File: src/core/clock_gen_defines.svh
// Register offsets, field positions, reset values and timing figures
// Assumes inclusion by bare name from the clock generator sources
`ifndef CLOCK_GEN_DEFINES_SVH
`define CLOCK_GEN_DEFINES_SVH
// ----------------------------------------------------------------
// Register byte offsets
// ----------------------------------------------------------------
`define OFS_PERIPH_STATUS 8'h18
`define OFS_OSC_CTRL 8'h20
`define OFS_MAIN_FREQ 8'h24
`define OFS_PLL_A 8'h28
`define OFS_PLL_B 8'h2C
`define OFS_MASTER 8'h30
`define OFS_PCK_BASE 8'h40
`define OFS_PCK_LAST 8'h4C
`define OFS_STATUS 8'h68
// ----------------------------------------------------------------
// Field positions
// ----------------------------------------------------------------
`define OSC_EN_BIT 0
`define OSC_SKIP_BIT 1
`define OSC_DLY_HI 15
`define OSC_DLY_LO 8
`define FREQ_VALID_BIT 16
`define PLL_CFG_HI 26
`define PLL_DLY_HI 13
`define PLL_DLY_LO 8
`define PLL_USB_BIT 28
`define SRC_HI 1
`define CLOCK_PRESCALE_HI 4
`define CLOCK_PRESCALE_LO 2
`define RATIO_HI 9
`define RATIO_LO 8
`define PERIPH_LO 2
`define ST_PCK_LO 8
// ----------------------------------------------------------------
// Timing and reset values
// ----------------------------------------------------------------
`define SLOW_CLK_HZ 32768
`define SYS_CLK_HZ 40000000
`define OSC_DLY_SHIFT 3
`define MEAS_LAST_PERIOD 4'hF
`define CLOCK_PRESCALE_RESERVED 3'h7
`define RESET_WORD 32'h0000_0000
`endif

File: src/core/clock_gen_pkg.sv
// Types shared by the clock generator
// Assumes nothing beyond a SystemVerilog compiler
package clock_gen_pkg;
  // Configuration handed to each PLL macro
  typedef struct packed {
    logic [10:0] mul;
    logic [1:0] range;
    logic [5:0] delay;
    logic [7:0] div;
  } pll_cfg_t;
  // Clock source codes
  typedef enum logic [1:0] {
    SRC_SLOW = 2'h0,
    SRC_MAIN = 2'h1,
    SRC_PLL_A = 2'h2,
    SRC_PLL_B = 2'h3
  } clk_src_t;
  // Main clock measurement states
  typedef enum logic [1:0] {
    MEAS_IDLE = 2'h0,
    MEAS_ARM = 2'h1,
    MEAS_RUN = 2'h2,
    MEAS_DONE = 2'h3
  } meas_state_t;
endpackage

File: src/core/clock_generator_control.sv
// Clock generator and master clock selection, Avalon-MM register slave
// Assumes one sys_clk; all generated clocks leave as one-cycle enable ticks
//
// Overview of operation
// - Peripheral status bits 31..2 read 1 for each enabled peripheral clock.
// - Enable bit starts the oscillator; software keeps bypass at 0 meanwhile.
// - Stable flag rises only after the full start-up delay while enabled.
// - Start-up field bits 15..8 times eight gives delay in slow cycles.
// - Bypass sets stable flag at once; software keeps enable at 0.
// - Enable and bypass both 0 clear the stable flag.
// - Count field reports main clock cycles during 16 slow periods.
// - Bit 16 reads 1 only once the stable flag is set and count holds a result.
// - PLL A divider: 0 no output, 1 bypass, else divide by value.
// - Each PLL A write waits the 6-bit slow-cycle count before lock.
// - PLL A range 00 is 80-160 MHz, 10 is 150-180 MHz.
// - PLL A multiplier 0 deactivates, else output is input times value+1.
// - PLL B divider: 0 no output, 1 bypass, else divide by value.
// - Each PLL B write waits its slow-cycle count before lock.
// - PLL B range 00 is 80-160 MHz, 10 is 150-180 MHz.
// - PLL B multiplier 0 deactivates, else output is input times value+1.
// - USB bit 28 halves PLL B output for the USB clock.
// - Master source field: slow, main, PLL A, PLL B.
// - Master prescaler divides by two to the field power; 111 reserved.
// - Processor ratio bits 9..8 give processor 1 to 4 times master.
// - Four programmable clocks use the same source encoding.
// - Status bits 0..3: stable, PLL A lock, PLL B lock, master ready.
`timescale 1ns/100ps
`default_nettype none
`include "clock_gen_defines.svh"
module clock_generator_control #(
  parameter int SLOW_DIV = `SYS_CLK_HZ / `SLOW_CLK_HZ
) (
  input wire logic sys_clk,
  input wire logic rst_n,
  input wire logic [7:0] avs_address,
  input wire logic avs_read,
  input wire logic avs_write,
  input wire logic [31:0] avs_writedata,
  input wire logic [3:0] avs_byteenable,
  output logic [31:0] avs_readdata,
  output logic avs_waitrequest,
  input wire logic [31:0] periph_clock_bit,
  input wire logic osc_in_pin,
  input wire logic pll_a_tick,
  input wire logic pll_b_tick,
  output logic oscillator_enable,
  output logic oscillator_skip,
  output clock_gen_pkg::pll_cfg_t pll_a_cfg,
  output clock_gen_pkg::pll_cfg_t pll_b_cfg,
  output logic pll_a_ref_tick,
  output logic pll_b_ref_tick,
  output logic usb_clk_tick,
  output logic mck_tick,
  output logic [1:0] cpu_clock_ratio,
  output logic [3:0] programmable_clock_outputs
);
  // ----------------------------------------------------------------
  // Helpers
  // ----------------------------------------------------------------
  // Byte-lane merge of a write into a stored word
  function automatic logic [31:0] merge(input logic [31:0] old_w, input logic [31:0] new_w,
                                        input logic [3:0] be);
    logic [31:0] m;
    m = old_w;
    for (int b = 0; b < 4; b++) begin
      if (be[b]) begin
        m[b*8 +: 8] = new_w[b*8 +: 8];
      end
    end
    return m;
  endfunction
  // Last prescaler count; reserved code held at divide by 64
  function automatic logic [6:0] clock_prescale_top(input logic [2:0] clock_prescale);
    logic [2:0] p;
    p = (clock_prescale == `CLOCK_PRESCALE_RESERVED) ? 3'h6 : clock_prescale;
    return 7'((8'h01 << p) - 8'h01);
  endfunction

  // ----------------------------------------------------------------
  // Avalon-MM slave: one wait state on every access
  // ----------------------------------------------------------------
  logic ack_r;
  logic rd_fire;
  logic wr_do;
  logic [31:0] rdata_nxt;
  logic [31:0] avs_readdata_r;
  assign avs_waitrequest = (avs_read | avs_write) & ~ack_r;
  assign rd_fire = avs_read & ~ack_r;
  assign wr_do = avs_write & ack_r;
  assign avs_readdata = avs_readdata_r;

  // Acknowledge toggles high for one cycle per request
  always_ff @(posedge sys_clk or negedge rst_n) begin
    if (!rst_n) begin
      ack_r <= 1'b0;
    end else begin
      ack_r <= (avs_read | avs_write) & ~ack_r;
    end
  end

  // ----------------------------------------------------------------
  // Slow clock enable from the system clock
  // ----------------------------------------------------------------
  logic [15:0] slow_cnt_r;
  logic slow_tick_r;
  always_ff @(posedge sys_clk or negedge rst_n) begin
    if (!rst_n) begin
      slow_cnt_r <= 16'h0000;
      slow_tick_r <= 1'b0;
    end else begin
      slow_tick_r <= (slow_cnt_r == 16'(SLOW_DIV - 1));
      slow_cnt_r <= (slow_cnt_r == 16'(SLOW_DIV - 1)) ? 16'h0000 : slow_cnt_r + 16'h0001;
    end
  end

  // ----------------------------------------------------------------
  // Main oscillator control
  // ----------------------------------------------------------------
  logic osc_en_r;
  logic osc_skip_r;
  logic [7:0] osc_dly_r;
  logic [10:0] osc_cnt_r;
  logic stable_r;
  logic osc_in_d_r;
  logic main_tick;
  logic osc_drop;
  logic [31:0] mor_word;
  logic [31:0] mor_new;
  assign mor_word = {16'h0000, osc_dly_r, 6'h00, osc_skip_r, osc_en_r};
  assign mor_new = merge(mor_word, avs_writedata, avs_byteenable);
  assign main_tick = osc_in_pin & ~osc_in_d_r & stable_r;
  // Write without bypass drops the stable flag; the count result must drop with it
  assign osc_drop = wr_do && avs_address == `OFS_OSC_CTRL && !mor_new[`OSC_SKIP_BIT];
  assign oscillator_enable = osc_en_r;
  assign oscillator_skip = osc_skip_r;

  // Start-up delay and stable flag
  always_ff @(posedge sys_clk or negedge rst_n) begin
    if (!rst_n) begin
      osc_en_r <= 1'b0;
      osc_skip_r <= 1'b0;
      osc_dly_r <= 8'h00;
      osc_cnt_r <= 11'h000;
      stable_r <= 1'b0;
    end else if (wr_do && avs_address == `OFS_OSC_CTRL) begin
      osc_en_r <= mor_new[`OSC_EN_BIT];
      osc_skip_r <= mor_new[`OSC_SKIP_BIT];
      osc_dly_r <= mor_new[`OSC_DLY_HI:`OSC_DLY_LO];
      osc_cnt_r <= {mor_new[`OSC_DLY_HI:`OSC_DLY_LO], 3'h0};
      if (mor_new[`OSC_SKIP_BIT]) begin
        stable_r <= 1'b1;
      end else if (!mor_new[`OSC_EN_BIT]) begin
        stable_r <= 1'b0;
      end else begin
        stable_r <= 1'b0;
      end
    end else if (osc_en_r && !stable_r) begin
      if (osc_cnt_r == 11'h000) begin
        stable_r <= 1'b1;
      end else if (slow_tick_r) begin
        osc_cnt_r <= osc_cnt_r - 11'h001;
      end
    end
  end

  // Edge detect on the oscillator pin
  always_ff @(posedge sys_clk or negedge rst_n) begin
    if (!rst_n) begin
      osc_in_d_r <= 1'b0;
    end else begin
      osc_in_d_r <= osc_in_pin;
    end
  end

  // ----------------------------------------------------------------
  // Main clock frequency measurement
  // ----------------------------------------------------------------
  clock_gen_pkg::meas_state_t meas_r;
  logic [3:0] win_r;
  logic [15:0] acc_r;
  logic [15:0] main_clock_count_r;
  logic main_count_valid_r;
  // Counts main edges over 16 slow periods once the oscillator runs
  always_ff @(posedge sys_clk or negedge rst_n) begin
    if (!rst_n) begin
      meas_r <= clock_gen_pkg::MEAS_IDLE;
      win_r <= 4'h0;
      acc_r <= 16'h0000;
      main_clock_count_r <= 16'h0000;
      main_count_valid_r <= 1'b0;
    end else if (!stable_r || osc_drop) begin
      meas_r <= clock_gen_pkg::MEAS_IDLE;
      main_count_valid_r <= 1'b0;
    end else begin
      case (meas_r)
        clock_gen_pkg::MEAS_IDLE: begin
          meas_r <= clock_gen_pkg::MEAS_ARM;
        end
        clock_gen_pkg::MEAS_ARM: begin
          win_r <= 4'h0;
          acc_r <= 16'h0000;
          if (slow_tick_r) begin
            meas_r <= clock_gen_pkg::MEAS_RUN;
          end
        end
        clock_gen_pkg::MEAS_RUN: begin
          if (main_tick && acc_r != 16'hFFFF) begin
            acc_r <= acc_r + 16'h0001;
          end
          if (slow_tick_r) begin
            win_r <= win_r + 4'h1;
            if (win_r == `MEAS_LAST_PERIOD) begin
              main_clock_count_r <= acc_r + {15'h0000, main_tick};
              main_count_valid_r <= 1'b1;
              meas_r <= clock_gen_pkg::MEAS_DONE;
            end
          end
        end
        default: begin
          meas_r <= clock_gen_pkg::MEAS_DONE;
        end
      endcase
    end
  end

  // ----------------------------------------------------------------
  // PLL A and PLL B configuration, input dividers and lock delay
  // ----------------------------------------------------------------
  clock_gen_pkg::pll_cfg_t pll_cfg_r [2];
  logic usb_halve_select_r;
  logic [5:0] lock_cnt_r [2];
  logic [7:0] div_cnt_r [2];
  logic [1:0] locked_r;
  logic [1:0] ref_tick_r;
  logic [1:0] pll_wr;
  logic [31:0] pll_word [2];
  logic [31:0] pll_new [2];
  logic [1:0] pll_out;
  assign pll_wr[0] = wr_do && avs_address == `OFS_PLL_A;
  assign pll_wr[1] = wr_do && avs_address == `OFS_PLL_B;
  assign pll_word[0] = {5'h00, pll_cfg_r[0]};
  assign pll_word[1] = {3'h0, usb_halve_select_r, 1'b0, pll_cfg_r[1]};
  assign pll_new[0] = merge(pll_word[0], avs_writedata, avs_byteenable);
  assign pll_new[1] = merge(pll_word[1], avs_writedata, avs_byteenable);
  assign pll_out = {pll_b_tick, pll_a_tick} & locked_r;
  assign pll_a_cfg = pll_cfg_r[0];
  assign pll_b_cfg = pll_cfg_r[1];
  assign pll_a_ref_tick = ref_tick_r[0];
  assign pll_b_ref_tick = ref_tick_r[1];

  // Both PLLs share one structure; a write always restarts the lock wait
  always_ff @(posedge sys_clk or negedge rst_n) begin
    if (!rst_n) begin
      for (int i = 0; i < 2; i++) begin
        pll_cfg_r[i] <= '0;
        lock_cnt_r[i] <= 6'h00;
        div_cnt_r[i] <= 8'h00;
      end
      locked_r <= 2'h0;
      ref_tick_r <= 2'h0;
    end else begin
      for (int i = 0; i < 2; i++) begin
        ref_tick_r[i] <= 1'b0;
        if (pll_wr[i]) begin
          pll_cfg_r[i] <= pll_new[i][`PLL_CFG_HI:0];
          lock_cnt_r[i] <= pll_new[i][`PLL_DLY_HI:`PLL_DLY_LO];
          locked_r[i] <= 1'b0;
          div_cnt_r[i] <= 8'h00;
        end else begin
          if (!locked_r[i] && pll_cfg_r[i].mul != 11'h000) begin
            if (lock_cnt_r[i] == 6'h00) begin
              locked_r[i] <= 1'b1;
            end else if (slow_tick_r) begin
              lock_cnt_r[i] <= lock_cnt_r[i] - 6'h01;
            end
          end
          if (pll_cfg_r[i].mul == 11'h000) begin
            locked_r[i] <= 1'b0;
          end
          if (main_tick && pll_cfg_r[i].div != 8'h00) begin
            if (pll_cfg_r[i].div == 8'h01 || div_cnt_r[i] == pll_cfg_r[i].div - 8'h01) begin
              ref_tick_r[i] <= 1'b1;
              div_cnt_r[i] <= 8'h00;
            end else begin
              div_cnt_r[i] <= div_cnt_r[i] + 8'h01;
            end
          end
        end
      end
    end
  end

  // ----------------------------------------------------------------
  // USB clock from PLL B, optionally halved
  // ----------------------------------------------------------------
  logic usb_phase_r;
  logic usb_clk_tick_r;
  assign usb_clk_tick = usb_clk_tick_r;
  always_ff @(posedge sys_clk or negedge rst_n) begin
    if (!rst_n) begin
      usb_halve_select_r <= 1'b0;
      usb_phase_r <= 1'b0;
      usb_clk_tick_r <= 1'b0;
    end else begin
      if (pll_wr[1]) begin
        usb_halve_select_r <= pll_new[1][`PLL_USB_BIT];
      end
      if (pll_out[1]) begin
        usb_phase_r <= ~usb_phase_r;
      end
      usb_clk_tick_r <= pll_out[1] & (~usb_halve_select_r | usb_phase_r);
    end
  end

  // ----------------------------------------------------------------
  // Master clock and programmable clocks
  // ----------------------------------------------------------------
  logic [3:0] src_ticks;
  logic [1:0] mck_src_r;
  logic [2:0] mck_clock_prescale_r;
  logic [1:0] cpu_clock_ratio_r;
  logic [6:0] mck_cnt_r;
  logic mck_tick_r;
  logic mck_rdy_r;
  logic mck_wr;
  logic [31:0] mck_word;
  logic [31:0] mck_new;
  assign src_ticks = {pll_out, main_tick, slow_tick_r};
  assign mck_wr = wr_do && avs_address == `OFS_MASTER;
  assign mck_word = {22'h000000, cpu_clock_ratio_r, 3'h0, mck_clock_prescale_r, mck_src_r};
  assign mck_new = merge(mck_word, avs_writedata, avs_byteenable);
  assign mck_tick = mck_tick_r;
  assign cpu_clock_ratio = cpu_clock_ratio_r;

  // New settings restart the prescaler; only whole ticks leave
  always_ff @(posedge sys_clk or negedge rst_n) begin
    if (!rst_n) begin
      mck_src_r <= 2'h0;
      mck_clock_prescale_r <= 3'h0;
      cpu_clock_ratio_r <= 2'h0;
      mck_cnt_r <= 7'h00;
      mck_tick_r <= 1'b0;
      mck_rdy_r <= 1'b0;
    end else begin
      mck_tick_r <= 1'b0;
      if (mck_wr) begin
        mck_src_r <= mck_new[`SRC_HI:0];
        mck_clock_prescale_r <= mck_new[`CLOCK_PRESCALE_HI:`CLOCK_PRESCALE_LO];
        cpu_clock_ratio_r <= mck_new[`RATIO_HI:`RATIO_LO];
        mck_cnt_r <= 7'h00;
        mck_rdy_r <= 1'b0;
      end else if (src_ticks[mck_src_r]) begin
        if (mck_cnt_r >= clock_prescale_top(mck_clock_prescale_r)) begin
          mck_cnt_r <= 7'h00;
          mck_tick_r <= 1'b1;
          mck_rdy_r <= 1'b1;
        end else begin
          mck_cnt_r <= mck_cnt_r + 7'h01;
        end
      end
    end
  end

  logic [1:0] pck_src_r [4];
  logic [2:0] pck_clock_prescale_r [4];
  logic [6:0] pck_cnt_r [4];
  logic [3:0] pck_rdy_r;
  logic [3:0] pck_out_r;
  logic [1:0] pck_sel;
  logic pck_wr;
  assign pck_wr = wr_do && avs_address >= `OFS_PCK_BASE && avs_address <= `OFS_PCK_LAST;
  assign pck_sel = avs_address[3:2];
  assign programmable_clock_outputs = pck_out_r;

  // Four programmable clocks with the master clock encoding
  always_ff @(posedge sys_clk or negedge rst_n) begin
    if (!rst_n) begin
      for (int i = 0; i < 4; i++) begin
        pck_src_r[i] <= 2'h0;
        pck_clock_prescale_r[i] <= 3'h0;
        pck_cnt_r[i] <= 7'h00;
      end
      pck_rdy_r <= 4'h0;
      pck_out_r <= 4'h0;
    end else begin
      for (int i = 0; i < 4; i++) begin
        pck_out_r[i] <= 1'b0;
        if (pck_wr && pck_sel == 2'(i)) begin
          if (avs_byteenable[0]) begin
            pck_src_r[i] <= avs_writedata[`SRC_HI:0];
            pck_clock_prescale_r[i] <= avs_writedata[`CLOCK_PRESCALE_HI:`CLOCK_PRESCALE_LO];
          end
          pck_cnt_r[i] <= 7'h00;
          pck_rdy_r[i] <= 1'b0;
        end else if (src_ticks[pck_src_r[i]]) begin
          if (pck_cnt_r[i] >= clock_prescale_top(pck_clock_prescale_r[i])) begin
            pck_cnt_r[i] <= 7'h00;
            pck_out_r[i] <= 1'b1;
            pck_rdy_r[i] <= 1'b1;
          end else begin
            pck_cnt_r[i] <= pck_cnt_r[i] + 7'h01;
          end
        end
      end
    end
  end

  // ----------------------------------------------------------------
  // Read data decode, captured at the first edge of a read
  // ----------------------------------------------------------------
  always_comb begin
    rdata_nxt = `RESET_WORD;
    case (avs_address)
      `OFS_PERIPH_STATUS: rdata_nxt = {periph_clock_bit[31:`PERIPH_LO], 2'h0};
      `OFS_OSC_CTRL: rdata_nxt = mor_word;
      `OFS_MAIN_FREQ: rdata_nxt = {15'h0000, main_count_valid_r, main_clock_count_r};
      `OFS_PLL_A: rdata_nxt = pll_word[0];
      `OFS_PLL_B: rdata_nxt = pll_word[1];
      `OFS_MASTER: rdata_nxt = mck_word;
      `OFS_STATUS: rdata_nxt = {20'h00000, pck_rdy_r, 4'h0, mck_rdy_r, locked_r, stable_r};
      default: begin
        if (avs_address >= `OFS_PCK_BASE && avs_address <= `OFS_PCK_LAST) begin
          rdata_nxt = {27'h0000000, pck_clock_prescale_r[avs_address[3:2]], pck_src_r[avs_address[3:2]]};
        end
      end
    endcase
  end

  always_ff @(posedge sys_clk or negedge rst_n) begin
    if (!rst_n) begin
      avs_readdata_r <= `RESET_WORD;
    end else if (rd_fire) begin
      avs_readdata_r <= rdata_nxt;
    end
  end
endmodule
`default_nettype wire

File: config.mk
export PLATFORM = sky130hd
export DESIGN_NAME = clock_generator_control
export DESIGN_NICKNAME = d
export VERILOG_FILES = /design/src/core/clock_gen_pkg.sv /design/src/core/clock_generator_control.sv
export VERILOG_INCLUDE_DIRS = /design/src /design/src/core
export SDC_FILE = /design/constraint.sdc
export NUM_CORES = 1
export LEC_CHECK = 0
export ABC_AREA = 1
export BUFFER_PORTS_ARGS = -buffer_cell sky130_fd_sc_hd__buf_2
export CORE_MARGIN = 2
export CORE_UTILIZATION = 33
export CTS_CLUSTER_SIZE = 20
export DETAILED_ROUTE_END_ITERATION = 7
export GPL_ROUTABILITY_DRIVEN = 0
export GPL_TIMING_DRIVEN = 0
export PLACE_DENSITY_LB_ADDON = 0.25
export RECOVER_POWER = 25
export SLEW_MARGIN = 0
export SYNTH_ARGS = -nofsm -noshare
export SYNTH_HDL_FRONTEND = slang
export SYNTH_SLANG_ARGS = --single-unit
File: constraint.sdc
create_clock -name sys_clk -period 2.6 [get_ports sys_clk]
set_clock_uncertainty 0.05 [all_clocks]
set_input_delay 0.52 -clock sys_clk [delete_from_list [all_inputs] [get_ports sys_clk]]
set_output_delay 0.52 -clock sys_clk [all_outputs]
set_load 0.02 [all_outputs]
Word-level counts from Yosys, hierarchy flattened
Index checks and enable logic that the tools add are counted.
W data, S select, Z words.

cells by class
  mux-type cells = 122
  shift-type cells = 5
  order comparisons = 13
  bitwise logic cells = 15
  reduce and logical (&&, ||, !) cells = 94
  add/subtract/negate cells = 21
  equality and inequality tests = 32

operators by type and width
  kind                     number
  $pmux W32 S7             1
  $mux W7                  15
  $mux W6                  10
  $mux W1                  57
  $mux W8                  7
  $reduce_and A2 Y1        23
  $reduce_bool A2 Y1       23
  $mux W11                 4
  $eq A8 B6 Y1 const B     5
  $add A7 B1 Y7 const B    5
  $ge A7 B7 Y1             5
  $shl A1 B3 Y7 const A    5
  $sub A7 B1 Y7 const B    5
  $logic_not A11 Y1        3
  $add A16 B1 Y16 const B  2
  $mux W16                 2
  $pmux W16 S2             1
  $reduce_bool A11 Y1      2
  $mux W3                  7
  $reduce_and A3 Y1        7
  $logic_and A1 B1 Y1      18
  $add A16 B1 Y16          1
  $add A8 B1 Y8 const B    2
  $eq A16 B11 Y1 const B   1
  other kinds (39)         91

word-level totals
  output and inout bits = 99
  register bits after elaboration = 273
  input port bits = 83
  logic and storage cells = 360

Longest topological paths before layout
  word-level depth = 8
  gate-level depth with buffers = 12
  gate-level depth less buffers = 12

Worst setup path before layout
OpenSTA, ideal clock, no wires.

  kind = input to register
  start = input port osc_in_pin
  end = register main_clock_count_r[10]
  path slack = 0.649 ns
  required time = 2.429 ns
  arrival time = 1.781 ns
  path buffers = 0
  library setup time = 0.121 ns
  stages on the path = 10
  cells stage by stage = nand2_1 > nor2_2 > ha_1 > ha_1 > nand3_1 > nor2_1 > nand2_1 > xor2_1 > nand2_1 > o21ai_1

on the way
  longest elaborated chain between the ends = 3

RTL lines
  item                        RTL line                        source
  from (decl)                 clock_generator_control.sv:43   input wire logic osc_in_pin,
  $and A1 B1 Y1 (2 in a row)  clock_generator_control.sv:131  assign main_tick = osc_in_pin & ~osc_in_d_r & stable_r;
  $add A16 B1 Y16             clock_generator_control.sv:213  main_clock_count_r <= acc_r + {15'h0000, main_tick};
  to (signal assigned)        clock_generator_control.sv:213
  to (decl)                   clock_generator_control.sv:181  logic [15:0] main_clock_count_r;

Every way passes these cells.
A chain may end at the register's enable or synchronous reset.

Worst setup path in the final report
  start = input port avs_address[2]
  end = register avs_readdata_r[5] (netlist: avs_readdata[5])

on the way
  longest elaborated chain between the ends = 2
  elaborated cells between the ends (all ways) = 8
  those cells by class = 7 x eq/ne; 1 x mux

RTL lines
  item                                  RTL line                        source
  from (decl)                           clock_generator_control.sv:35   input wire logic [7:0] avs_address,
  $eq A8 B7 Y1 (tied with other cells)  clock_generator_control.sv:413  case (avs_address)
  $pmux W32 S7 *                        clock_generator_control.sv:413
  to (signal assigned)                  clock_generator_control.sv:431  avs_readdata_r <= `RESET_WORD;
  to (signal assigned)                  clock_generator_control.sv:433  avs_readdata_r <= rdata_nxt;
  to (decl)                             clock_generator_control.sv:86   logic [31:0] avs_readdata_r;

Mark *: on every way between the ends. The rest lies on a longest branch, timed or not.

==> flow_summary.toml <==
[status]
outcome = "finished, final reports clean"

[global_route]
grt_util_met3_pct = 5.11
first_global_vias = 13600
use_met2_pct = 31.6
antenna_found_initial = 6
grt_usage_pct = 20.1
grt-ovfl-total = 0
grt_max_degree = 94
grt_pass1_wl_um = 75700
busiest_layer = "met2"
met1_usage_pct = 26.6

[clock_tree]
h-tree-depth = 2
cts_made_buffers = 35
cts_tree = "done"
clock_sinks = 273
clk_pin_slew_ns = 0.06
cts_max_path_buffers = 3
cts-root-buf = "clkbuf_16"
clkLatencyLatePin_ns = 0.54
cts_setup_buffers = 0

[yosys]
netlist.area_leader.share_pct = 44.2
yosysWarningCount = 0
syn_nets = 2186
synth.distinct_cells = 40
synthTopCellsByCount = "nand2_1, dfrtp_1, inv_1"
synth.most_common_cell = "nand2_1"
syn_avg_cell_area_um2 = 7.55
synthFlopType = "dfrtp_1"
yosysTopAreaCell = "dfrtp_1"
yosys-top-cells-area = "dfrtp_1, nand2_1, o21ai_0"
synth_area_um2 = 15500
synth-edff-count = 0
syn_inst = 2049
async_reset_ff_share_pct = 100
ys_seq_area_share_pct = 44.2
synth-seq-cells = 273

[detailed_routing]
via_count = 14200
drc = 0
drt_pre_antenna_iters = 7
finalWirelength_um = 48900
drt-vias-per-instance = 4.91
drt_iter0_drc = 1118
wire_per_inst_um = 16.9
ant_nets = 0

[setup_path]
path_class = "in -> reg"
startpoint_type = "input pin"
crit_path_end_kind = "flip-flop"
slowest_delay_ns = 0.33
crit_path_frequent_cell = "nand2_1"
path_cells = "buf_2 -> inv_1 -> nand2_2 -> nor2_4 -> nand2_1 -> inv_2 -> buf_2 -> nand2_1 -> o21ai_0 -> o21ai_0 -> nand2_1"
path_max_fanout = 10
critPathSlowestCell = "nand2_1"
crit_arrival_ns = 2.82
crit_required_ns = 3.00
cp_num_buf_inv = 4
critPathTopFamily = "simple AND/OR/NAND/NOR gates"

[min_path]
hold_class = "in -> reg"

[placed_design]
dp_hpwl_um = 37600
io_buffers = 174
place_ws_ns = -0.368
dp_cells = 2832

[timing]
max_slew.worst_pin.slew_ns = 0.774
maxSlewHeadroom_pct = 48.4
finalSetupViolations = 0
rsz0062_at_grt = "no"
fin_crit_ns = 2.41
report.final.slew_viol_count = 0
setup_ws_ns = 0.185
final-hold-violation-count = 0
period_share_pct = 92.9
fmax_mhz = 414

[finish]
layoutNonFillerInstCount = 2898
fin_nets = 2400
synthToLayoutAreaGrowth_pct = 18.4
postLayoutCoreUtil_pct = 39.5
drive_above_1_share_pct = 11.8

[die]
core_um2 = 46400
die-height_um = 220
initial_utilization_pct = 33.4
ios = 182
die_x_um = 220
row_count = 79
dieArea_um2 = 48600

[power]
cellLeakagePower_nw = 9.20
ir_worst_vdd_mv = 0.425
power.density_nw_per_um2 = 646

[run]
maxCapViolCount = 0
[routing by layer]
layer  share of wire [%]  vias to the layer above
met5               0.082                        -
met2                  45                      368
met3                 6.9                      106
met1                  44                     6671
met4                 3.9                        8
li1                    -                     7074
[registers in the layout, indices dropped and copies added (netlist names), 3 cells and up]
signal and flops:
avs_readdata 32, pck_cnt_r 28, pll_a_cfg 27, pll_b_cfg 27, acc_r 16, div_cnt_r 16, main_clock_count_r 16, slow_cnt_r 16
lock_cnt_r 12, pck_clock_prescale_r 12, osc_cnt_r 11, osc_dly_r 8, pck_src_r 8, mck_cnt_r 7, pck_rdy_r 4, programmable_clock_outputs 4
win_r 4, mck_clock_prescale_r 3
[layout by cell type, fill, tap and decap left out, types with 36 or more instances in the layout]
| cell type | instances |
|---|---|
| ha_1 | 54 |
| nor2_1 | 149 |
| o21ai_1 | 58 |
| nand2_1 | 562 |
| dfrtp_1 | 273 |
| o21ai_0 | 226 |
| xor2_1 | 68 |
| nand4_1 | 52 |
| clkbuf_1 | 58 |
| inv_1 | 262 |
| a21oi_1 | 56 |
| nand3_1 | 104 |
| buf_2 | 158 |
| clkbuf_16 | 36 |
[report_power, final]
part / switching, mW / internal [mW]
logic: 1.28 / 0.720
clock network: 1.97 / 2.97
registers: 0.333 / 4.55
total: 3.58 / 8.25
[cell type report]
class | count | area (um^2)
Buffer | 45 | 210
Multi-Input combinational cell | 1462 | 7410
Fill cell | 4727 | 28000
Clock buffer | 49 | 1030
Antenna cell | 3 | 7.51
Timing Repair Buffer | 177 | 907
Tap cell | 607 | 759
Inverter | 269 | 1010
Sequential cell | 273 | 6830
Clock inverter | 13 | 141
[timing repair]
item	4_1_cts	5_1_grt
resized for setup	0	2
hold buffers	1	0
endpoints found under the setup margin	0	5
endpoints found under the hold margin	75	0
[metrics by stage]
| stage | total power [mW] | area (um^2) | setup TNS (ns) | hold WS (ns) |
|---|---|---|---|---|
| 2_1_floorplan | 6.26 | 15500 | 0 | 0.174 |
| 3_3_place_gp | 6.88 | 17100 | -1181.92 | 0.388 |
| 3_5_place_dp | 6.96 | 17200 | -1.79 | 0.393 |
| 4_1_cts | 12.0 | 18300 | 0 | 0.0504 |
| 5_1_grt | 12.5 | 18300 | 0 | 0.0824 |
| 6_report | 11.8 | 18300 | 0 | 0.0906 |
[worst reg2reg max path: cells and delay by family (launching register included)]
family,cells,cell delay (ns)
compound gates,1,0.07
xor+xnor,1,0.19
fa+ha+maj,2,0.50
flops,1,0.40
simple gates,6,1.05
[path summary, 6_finish.rpt]
check                                                from                                 end  slack [ns]  cells after the start
max in group asynchronous                           rst_n            pck_rdy_r[0]$_DFFE_PN0P_        0.62                      4
max                                        avs_address[2]         avs_readdata[5]$_DFFE_PN0P_        0.19                     11
min                                            osc_in_pin                osc_in_d_r$_DFF_PN0_        0.09                      1
max reg2reg                          stable_r$_DFFE_PN0P_  main_clock_count_r[10]$_DFFE_PN0P_        0.28                     10
min reg2reg                usb_halve_select_r$_DFFE_PN0P_              usb_clk_tick$_DFF_PN0_        0.40                      1
min in group asynchronous                           rst_n               acc_r[12]$_DFFE_PN0P_        0.51                      2
[logic make-up (layout without fill, tap and decap cells)]
kind of cell | after synthesis | in the layout | share of synthesized area (%)
XOR/XNOR | 82 | 82 | 4.65
multiplexers | 2 | 2 | 0.146
other | 0 | 3 | 0
AND/OR/NAND/NOR | 943 | 943 | 25.9
adder cells (fa/ha/maj) | 54 | 54 | 4.37
buffers and inverters | 314 | 553 | 7.89
AO/OA/AOI/OAI | 381 | 381 | 12.9
flip-flops | 273 | 273 | 44.2
(Power assumes the default switching activity.)
